## config.mk

```make
export PLATFORM = sky130hd
export DESIGN_NAME = afc_top
export DESIGN_NICKNAME = d
export VERILOG_FILES = /design/src/common/afc_pkg.sv /design/src/common/afc_chop_if.sv /design/src/afc_chopper_div.sv /design/src/afc_top.sv
export SDC_FILE = /design/constraint.sdc
export NUM_CORES = 1
export LEC_CHECK = 0
export BUFFER_PORTS_ARGS = -buffer_cell sky130_fd_sc_hd__buf_2
export CAP_MARGIN = 20
export CORE_MARGIN = 5
export CORE_UTILIZATION = 35
export DETAILED_ROUTE_END_ITERATION = 8
export PLACE_DENSITY = 0.64
export SLEW_MARGIN = 20
export SYNTH_ARGS = -nofsm -noshare
export SYNTH_HDL_FRONTEND = slang
export SYNTH_SLANG_ARGS = --single-unit
```

## constraint.sdc

```tcl
create_clock -name mclk -period 2.4 [get_ports mclk]
set_input_delay 0.24 -clock mclk [delete_from_list [all_inputs] [get_ports mclk]]
set_output_delay 0.24 -clock mclk [all_outputs]
set_load 0.01 [all_outputs]
```

## src/common/afc_pkg.sv

```systemverilog
// Behaviour
// - Sensor channel routes sensor and fixed level
// - Mode bit 0 enables the converter
// - Mode bit 1 selects supply-detect input
// - Mode bit 2 selects internal reference
// - Mode bit 3 selects wide internal span
// - Internal taps scale with analog supply
// - Supply detect uses divided supply taps; the code selects them only with internal reference
// - Result is signed word in two bytes
// - Result is ratio times 31250, signed
// - Gain field codes, others reserved
// - Chopper rate is clock/32/2^select
package afc_pkg;

    // ------------------------------------------------------------------
    // Register byte addresses.
    // ------------------------------------------------------------------
    localparam logic [7:0] AMP_MODE_ADDR  = 8'h90; // Amplifier mode register.
    localparam logic [7:0] AMP_CHAN_ADDR  = 8'h91; // Amplifier channel register.
    localparam logic [7:0] CHOP_SEL_ADDR  = 8'h92; // Chopper clock select, write only.
    localparam logic [7:0] CONV_MODE_ADDR = 8'h93; // Converter mode register.
    localparam logic [7:0] RES_LOW_ADDR   = 8'h98; // Result low byte.
    localparam logic [7:0] RES_HIGH_ADDR  = 8'h99; // Result high byte.

    // ------------------------------------------------------------------
    // Field positions and reset values.
    // ------------------------------------------------------------------
    localparam int CONV_EN_BIT    = 0; // Converter enable.
    localparam int CONV_INSRC_BIT = 1; // Input source select.
    localparam int CONV_REF_BIT   = 2; // Reference source select.
    localparam int CONV_SPAN_BIT  = 3; // Internal span select.
    localparam int AMP_EN_BIT     = 0; // Amplifier enable.
    localparam int AMP_GAIN_LSB   = 1; // Gain field low bit.
    localparam int AMP_CHOP_LSB   = 4; // Chopper low frequency field low bit.
    localparam int AMP_BG_BIT     = 6; // Band gap enable.

    localparam logic [7:0] AMP_MODE_RST  = 8'h0e; // Gain field resets to unity.
    localparam logic [7:0] CONV_MODE_RST = 8'h00; // Converter off after reset.
    localparam logic [2:0] CHAN_RST      = 3'h0;  // Differential channel.
    localparam logic [2:0] CHOP_SEL_RST  = 3'h0;  // Fastest chopper rate.

    // ------------------------------------------------------------------
    // Codes and counts.
    // ------------------------------------------------------------------
    localparam logic [2:0] CHAN_TEMP_SENSOR = 3'h5; // Temperature sensor channel.
    localparam logic [2:0] GAIN_MAX_LEGAL   = 3'h3; // Codes above this but below unity.
    localparam logic [2:0] GAIN_UNITY       = 3'h7; // Unity gain code.
    localparam int         CHOP_PRESCALE    = 32;   // Fixed chopper prescaler.
    localparam logic [15:0] FULL_SCALE_POS  = 16'h7a12; // Plus 31250.
    localparam logic [15:0] FULL_SCALE_NEG  = 16'h85ee; // Minus 31250.

endpackage

```

## src/common/afc_chop_if.sv

```systemverilog
// Carries the chopper rate request to the divider and its tick back.
interface afc_chop_if;
    logic       run;  // Divider counts while high.
    logic [2:0] sel;  // Power-of-two divide select.
    logic       tick; // One-cycle pulse at the chopper rate.

    modport ctl (output run, output sel, input tick);
    modport div (input run, input sel, output tick);
endinterface

```

## src/afc_chopper_div.sv

```systemverilog
// ----------------------------------------------------------------------
// Chopper rate divider.
// ----------------------------------------------------------------------
module afc_chopper_div #(
    parameter int PRESCALE = afc_pkg::CHOP_PRESCALE
) (
    input  wire logic mclk,
    input  wire logic reset_n,
    afc_chop_if.div   ch
);
    // Wide enough for the prescaler times the largest power of two.
    localparam int CW = $clog2(PRESCALE * 128) + 1;

    // Elaboration stops on a prescaler that is not a power of two of at least 2.
    if (PRESCALE < 2 || (PRESCALE & (PRESCALE - 1)) != 0) begin : g_bad
        $error("PRESCALE must be a power of two of at least 2");
    end

    logic [CW-1:0] cnt_ff;   // Cycle counter.
    logic [CW-1:0] nxt_cnt;  // Next counter value.
    logic          tick_ff;  // Registered tick.
    logic          nxt_tick; // Next tick.
    logic [CW-1:0] limit;    // Last count of one period.

    assign limit   = (CW'(PRESCALE) << ch.sel) - CW'(1);
    assign ch.tick = tick_ff;

    // Count one period, pulse at its end; an idle divider restarts cleanly.
    always_comb begin
        nxt_cnt  = cnt_ff + CW'(1);
        nxt_tick = 1'b0;
        if (!ch.run) begin
            nxt_cnt = '0;
        end else if (cnt_ff >= limit) begin
            nxt_cnt  = '0;
            nxt_tick = 1'b1;
        end
    end

    // Register the divider state.
    always_ff @(posedge mclk) begin
        if (!reset_n) begin
            cnt_ff  <= '0;
            tick_ff <= 1'b0;
        end else begin
            cnt_ff  <= nxt_cnt;
            tick_ff <= nxt_tick;
        end
    end
endmodule

```

## src/afc_top.sv

```systemverilog
// ----------------------------------------------------------------------
// Analog front end control: mode registers, routing and result capture.
// ----------------------------------------------------------------------
//
// The plain strobed port was chosen for this implementation.
module afc_top (
    input  wire logic        mclk,
    input  wire logic        reset_n,
    input  wire logic [7:0]  reg_addr,
    input  wire logic [7:0]  reg_wdata,
    input  wire logic        reg_wr,
    input  wire logic        reg_rd,
    output logic      [7:0]  reg_rdata,
    input  wire logic [15:0] mod_result,
    input  wire logic        mod_valid,
    output logic             converter_enable,
    output logic             input_source_select,
    output logic             reference_source_select,
    output logic             internal_span_select,
    output logic             supply_tap_mode,
    output logic             amp_enable,
    output logic      [2:0]  gain_field,
    output logic             gain_reserved,
    output logic      [1:0]  chopper_low_freq_field,
    output logic             bandgap_enable,
    output logic      [2:0]  amp_channel,
    output logic             sensor_route,
    output logic             chopper_tick
);
    // ------------------------------------------------------------------
    // Register state.
    // ------------------------------------------------------------------
    logic [6:0]  amp_mode_ff;      // Amplifier mode, bit 7 not stored.
    logic [6:0]  nxt_amp_mode;
    logic [2:0]  amp_chan_ff;      // Amplifier channel.
    logic [2:0]  nxt_amp_chan;
    logic [2:0]  chop_sel_ff;      // Chopper clock select.
    logic [2:0]  nxt_chop_sel;
    logic [3:0]  conv_mode_ff;     // Converter mode.
    logic [3:0]  nxt_conv_mode;
    logic [15:0] result_ff;        // Last accepted conversion word.
    logic [15:0] nxt_result;
    logic [7:0]  rdata_ff;         // Read data, valid the cycle after a read.
    logic [7:0]  nxt_rdata;
    logic        sensor_route_ff;  // Sensor routing to the amplifier outputs.
    logic        nxt_sensor_route;
    logic        supply_tap_ff;    // Supply-detect taps with internal reference.
    logic        nxt_supply_tap;
    logic        gain_rsv_ff;      // Reserved gain code present.
    logic        nxt_gain_rsv;
    logic        chop_tick_ff;     // Chopper tick, retimed.
    logic [15:0] clamped;          // Modulator word limited to full scale.

    afc_chop_if chop ();

    // ------------------------------------------------------------------
    // Register writes.
    // ------------------------------------------------------------------
    // Writes land one edge after the strobe; the bus never waits.
    always_comb begin
        nxt_amp_mode  = amp_mode_ff;
        nxt_amp_chan  = amp_chan_ff;
        nxt_chop_sel  = chop_sel_ff;
        nxt_conv_mode = conv_mode_ff;
        if (reg_wr) begin
            unique case (reg_addr)
                afc_pkg::AMP_MODE_ADDR:  nxt_amp_mode  = reg_wdata[6:0];
                afc_pkg::AMP_CHAN_ADDR:  nxt_amp_chan  = reg_wdata[2:0];
                afc_pkg::CHOP_SEL_ADDR:  nxt_chop_sel  = reg_wdata[2:0];
                afc_pkg::CONV_MODE_ADDR: nxt_conv_mode = reg_wdata[3:0];
                default: ; // Writes elsewhere, results included, are ignored.
            endcase
        end
    end

    // Register the software-visible settings.
    always_ff @(posedge mclk) begin
        if (!reset_n) begin
            amp_mode_ff  <= afc_pkg::AMP_MODE_RST[6:0];
            amp_chan_ff  <= afc_pkg::CHAN_RST;
            chop_sel_ff  <= afc_pkg::CHOP_SEL_RST;
            conv_mode_ff <= afc_pkg::CONV_MODE_RST[3:0];
        end else begin
            amp_mode_ff  <= nxt_amp_mode;
            amp_chan_ff  <= nxt_amp_chan;
            chop_sel_ff  <= nxt_chop_sel;
            conv_mode_ff <= nxt_conv_mode;
        end
    end

    // ------------------------------------------------------------------
    // Analog routing decode.
    // ------------------------------------------------------------------
    // Decodes are taken from the next values so that they change on the
    // same edge as the register, keeping every output a flip-flop.
    always_comb begin
        nxt_sensor_route = (nxt_amp_chan == afc_pkg::CHAN_TEMP_SENSOR);
        // Internal taps at three and two sixteenths of the supply.
        nxt_supply_tap = nxt_conv_mode[afc_pkg::CONV_INSRC_BIT]
                       & nxt_conv_mode[afc_pkg::CONV_REF_BIT];
        // Codes 100 to 110 name no gain.
        nxt_gain_rsv   = (nxt_amp_mode[3:1] > afc_pkg::GAIN_MAX_LEGAL)
                       && (nxt_amp_mode[3:1] != afc_pkg::GAIN_UNITY);
    end

    // Register the routing decode.
    always_ff @(posedge mclk) begin
        if (!reset_n) begin
            sensor_route_ff <= 1'b0;
            supply_tap_ff <= 1'b0;
            gain_rsv_ff   <= 1'b0;
        end else begin
            sensor_route_ff <= nxt_sensor_route;
            supply_tap_ff <= nxt_supply_tap;
            gain_rsv_ff   <= nxt_gain_rsv;
        end
    end

    // ------------------------------------------------------------------
    // Result capture.
    // ------------------------------------------------------------------
    // Words beyond plus or minus 31250 cannot be produced by a correct
    // ratio, so a modulator overshoot is clipped rather than wrapped.
    always_comb begin
        clamped = mod_result;
        if ($signed(mod_result) > $signed(afc_pkg::FULL_SCALE_POS)) begin
            clamped = afc_pkg::FULL_SCALE_POS;
        end else if ($signed(mod_result) < $signed(afc_pkg::FULL_SCALE_NEG)) begin
            clamped = afc_pkg::FULL_SCALE_NEG;
        end
        nxt_result = result_ff;
        // A disabled converter takes no new words.
        if (mod_valid && conv_mode_ff[afc_pkg::CONV_EN_BIT]) begin
            nxt_result = clamped;
        end
    end

    // Register the result word.
    always_ff @(posedge mclk) begin
        if (!reset_n) begin
            result_ff <= '0;
        end else begin
            result_ff <= nxt_result;
        end
    end

    // ------------------------------------------------------------------
    // Register reads.
    // ------------------------------------------------------------------
    // The chopper select is write only and reads zero; unmapped reads zero.
    always_comb begin
        nxt_rdata = '0;
        if (reg_rd) begin
            unique case (reg_addr)
                afc_pkg::AMP_MODE_ADDR:  nxt_rdata = {1'b0, amp_mode_ff};
                afc_pkg::AMP_CHAN_ADDR:  nxt_rdata = {5'h00, amp_chan_ff};
                afc_pkg::CONV_MODE_ADDR: nxt_rdata = {4'h0, conv_mode_ff};
                afc_pkg::RES_LOW_ADDR:   nxt_rdata = result_ff[7:0];
                afc_pkg::RES_HIGH_ADDR:  nxt_rdata = result_ff[15:8];
                default:                 nxt_rdata = '0;
            endcase
        end
    end

    // Register read data; it stands only in the cycle after the strobe.
    always_ff @(posedge mclk) begin
        if (!reset_n) begin
            rdata_ff <= '0;
        end else begin
            rdata_ff <= nxt_rdata;
        end
    end

    // ------------------------------------------------------------------
    // Chopper clock.
    // ------------------------------------------------------------------
    // The chopper runs only while the amplifier is enabled, saving power.
    assign chop.run = amp_mode_ff[afc_pkg::AMP_EN_BIT];
    assign chop.sel = chop_sel_ff;

    afc_chopper_div #(
        .PRESCALE (afc_pkg::CHOP_PRESCALE)
    ) u_div (
        .mclk    (mclk),
        .reset_n (reset_n),
        .ch      (chop)
    );

    // Retime the tick so the top output is a local flip-flop.
    always_ff @(posedge mclk) begin
        if (!reset_n) begin
            chop_tick_ff <= 1'b0;
        end else begin
            chop_tick_ff <= chop.tick;
        end
    end

    // ------------------------------------------------------------------
    // Outputs.
    // ------------------------------------------------------------------
    assign reg_rdata               = rdata_ff;
    assign converter_enable        = conv_mode_ff[afc_pkg::CONV_EN_BIT];
    assign input_source_select     = conv_mode_ff[afc_pkg::CONV_INSRC_BIT];
    assign reference_source_select = conv_mode_ff[afc_pkg::CONV_REF_BIT];
    // The analog ladder scales both spans with the analog supply level.
    assign internal_span_select    = conv_mode_ff[afc_pkg::CONV_SPAN_BIT];
    assign supply_tap_mode         = supply_tap_ff;
    assign amp_enable              = amp_mode_ff[afc_pkg::AMP_EN_BIT];
    assign gain_field              = amp_mode_ff[3:1];
    assign gain_reserved           = gain_rsv_ff;
    assign chopper_low_freq_field  = amp_mode_ff[5:4];
    assign bandgap_enable          = amp_mode_ff[afc_pkg::AMP_BG_BIT];
    assign amp_channel             = amp_chan_ff;
    assign sensor_route            = sensor_route_ff;
    assign chopper_tick            = chop_tick_ff;
endmodule

```

==> impl_metrics.yaml <==
layout:
  fillers: 786
  layout-drive-gt1-share: 0.284
  diodes: 0
  final_nets: 441
  fin_util: 0.457
  multi_input_area_mm2: 0.00165
  final-seq-area_mm2: 0.00118
  syn_to_final_growth_pct: 26.5
  final_area_mm2: 0.00357
placement:
  hpwl_um: 4950
  numPortBuffers: 61
  place_congestion: 0.791
  dpl-instance-area_mm2: 0.00324
grt:
  grt_pass1_vias: 2382
  grt_pass1_wl_um: 10900
  grt_remaining_overflow: 0
  grt_usage: 0.138
  grt_max_degree: 18
  antenna_found_initial: 0
cts:
  cts_tree: "built"
  clkTransAtPathRegs_ns: 0.07
  cts_root_buf: "clkbuf_8"
  insertion_delay_ns: 0.33
  holdBufCountCts: 0
  cts_buffers: 9
  htreeDepth: 3
  clock_sinks: 59
  clockBufferDepth: 2
floorplan:
  start_util: 0.361
  num_io_pins: 63
  die_h_um: 99.8
  row_count: 32
  dieWidth_um: 99.8
  design.core.area_mm2: 0.00781
  design.die.area_mm2: 0.00995
timing:
  maxSlewHeadroom: 0.596
  min_period_ns: 2.41
  setup_violations: 2
  tightest_slew_ns: 0.605
  worst_slack_ns: -0.0130
  final.setup.tns_ns: -0.0191
  rsz0062_at_grt: "yes"
  fin_skew_ns: 0.0124
  post-route-period-util: 1.01
  hold_viol_final: 0
  slew_violations: 0
  fmax_mhz: 414
yosys:
  ys_ff_latch: 59
  async_flop_share: 0
  synth_area_leader_cell: "dfxtp_1"
  ys_top_cells_by_area: "dfxtp_1, nand2_1, o21ai_0"
  synth_nets: 379
  ys_seq_area_frac: 0.419
  synth_cell_types: 47
  syn_area_mm2: 0.00282
  synth_ff_type: "dfxtp_1"
  synth.avg_cell_area_um2: 8.52
  synth_edf_count: 0
  ys_warn_count: 0
  synthDominantCellAreaShare: 0.419
  postSynthCellCount: 331
drt:
  drt_iter0_markers: 102
  drcViolationCount: 0
  drtAntennaViolNets: 0
  vias_per_cell: 5.00
  vias: 2499
  drt_wl_total_um: 6690
  routedWlPerCell_um: 13.4
  dr.pass1.iters: 4
setup_path:
  critPathMaxStageDelay_ns: 0.39
  r2r_setup_slack_ns: -0.01
  cp-startpoint: "chop.sel[0]$_SDFFE_PN0P_"
  arrival_ns: 2.69
  crit_slowest_cell: "or3_4"
  crit_required_ns: 2.67
  end_kind: "flip-flop"
  crit_end: "u_div.cnt_ff[0]$_SDFF_PP0_"
  r2r-start: "chop.sel[0]$_SDFFE_PN0P_"
  critPathMaxFanout: 6
  startpoint_type: "flip-flop"
  worst-path-stages: 13
  path_class: "reg2reg"
  path_cells: "or3_4 > ha_4 > xor2_2 > nor2_1 > a21oi_2 > ha_1 > o21ai_1 > nor2_1 > nor2_1 > nand4_1 > buf_6 > clkbuf_16 > nor2_1"
  r2r-end: "u_div.cnt_ff[0]$_SDFF_PP0_"
  r2r_cells: 13
  critical_path.top_delay_family: "simple AND/OR/NAND/NOR gates"
  worst_path_most_repeated_cell: "nor2_1"
  crit_buf_inv: 2
power:
  p_per_area_mw_per_mm2: 528
  ir_worst_vdd_v: 0.000219
  leakage_nw: 1.37
  p_total_w: 0.00188
run_status:
  failed_checks: "setup timing"
  status: "finished, violations left"
hold_path:
  hold_class: "in2reg"
  holdPathStages: 3
job:
  max-cap-violations: 0
## cell families (layout without fill, tap and decap cells)
| group | count (synthesis) | count (layout) | synth area share |
|---|---|---|---|
| AOI/OAI and AO/OA | 68 | 68 | 0.145 |
| muxes | 11 | 11 | 0.0524 |
| DFF | 59 | 59 | 0.419 |
| and+or+nand+nor | 142 | 142 | 0.253 |
| adders and majority gates | 11 | 11 | 0.0488 |
| buffers and inverters | 26 | 93 | 0.0404 |
| other | 1 | 1 | 0.00133 |
| xor gates and xnor gates | 13 | 13 | 0.0404 |
## area by class of cell
type                            instances  area share
Sequential cell                        59       0.331
Multi-Input combinational cell        246       0.464
Clock inverter                          6      0.0119
Inverter                                7     0.00737
Timing Repair Buffer                   70       0.114
Tap cell                              102      0.0358
Clock buffer                           10      0.0358
## placed cells by master, fill, tap and decap left out, types with 2 or more instances in the layout
cell type    n
nor2b_1      3
mux4_2       3
o21ai_0     26
buf_2       61
and3_1       3
mux2i_1      8
inv_1        7
and2_1       2
a21oi_1      9
nand2_1     39
xor2_1       8
xnor2_1      4
nand4_1      8
ha_1        10
buf_4        6
nor2_1      21
clkinvlp_4   2
nor3_1       4
a31oi_1     11
clkinv_2     2
nand2b_1    12
nor2_4      12
clkbuf_8     9
nand3_1     25
dfxtp_1     58
clkinv_4     2
o21ai_1     11
## worst min-delay path: stages
cell,delay [ns]
buf_2,0.07
nand3_1,0.05
o21ai_0,0.06
## timing repair
| item | CTS | global route |
|---|---|---|
| buffers inserted | 0 | 2 |
| gates resized for setup | 0 | 31 |
| endpoints found under the setup margin | 0 | 13 |
## cells in the mapped netlist, types with 2 or more instances
cell	n
a211oi_1	2
a21oi_1	10
a31oi_1	11
and2_1	2
and3_1	3
buf_1	2
buf_2	4
clkbuf_1	11
dfxtp_1	59
ha_1	11
inv_1	7
mux2i_1	8
mux4_2	3
nand2_1	39
nand2b_1	12
nand3_1	25
nand4_1	8
nor2_1	33
nor2b_1	3
nor3_1	5
o21ai_0	28
o21ai_1	9
xnor2_1	4
xor2_1	9
## flip-flops by register name, summed over array words and instances, names as in the netlist
register and flops:
u_div.ch.tick 1, sensor_route 1, chopper_tick 1, supply_tap_mode 1, u_div.cnt_ff 13, amp_channel 3
result_ff 16, conv_mode_ff 4, chop.sel 3, reg_rdata 8, amp_mode_ff 7, gain_reserved 1
## report_power, final
part           switching [W]  internal (W)
registers        0.000000482      0.000979
logic              0.0000743     0.0000510
clock network       0.000405      0.000374
total               0.000479       0.00140
## how the worst min path moves through the flow
| stage | start | end | slack (ns) |
|---|---|---|---|
| after floorplan | reg_wdata[1] | sensor_route$_SDFF_PN0_ | 0.34 |
| after global placement | u_div.ch.tick$_SDFF_PN0_ | chopper_tick$_SDFF_PN0_ | 0.42 |
| after detailed placement | u_div.ch.tick$_SDFF_PN0_ | chopper_tick$_SDFF_PN0_ | 0.43 |
| after CTS | reg_wdata[6] | amp_mode_ff[6]$_SDFFE_PN0P_ | 0.11 |
| after global routing | reg_wdata[5] | amp_mode_ff[5]$_SDFFE_PN0P_ | 0.13 |
| final | reg_wdata[6] | amp_mode_ff[6]$_SDFFE_PN0P_ | 0.12 |
## metrics by stage
step	setup WS (ns)	hold WS, ns	instances
global route	-0.164	0.125	500
global placement	0.0789	0.416	481
detailed placement	0.0372	0.427	481
CTS	0.00681	0.114	497
floorplan	0.00599	0.345	331
finish	-0.0130	0.123	500
## layer usage
metal	vias up	share of wire	global-route usage
li1	1290	-	-
met1	1131	0.49	0.195
met2	67	0.44	0.197
met3	11	0.059	0.0358
met4	0	0.019	0.0567
met5	-	0	0
Note: power is estimated with default switching activity, not from simulation.
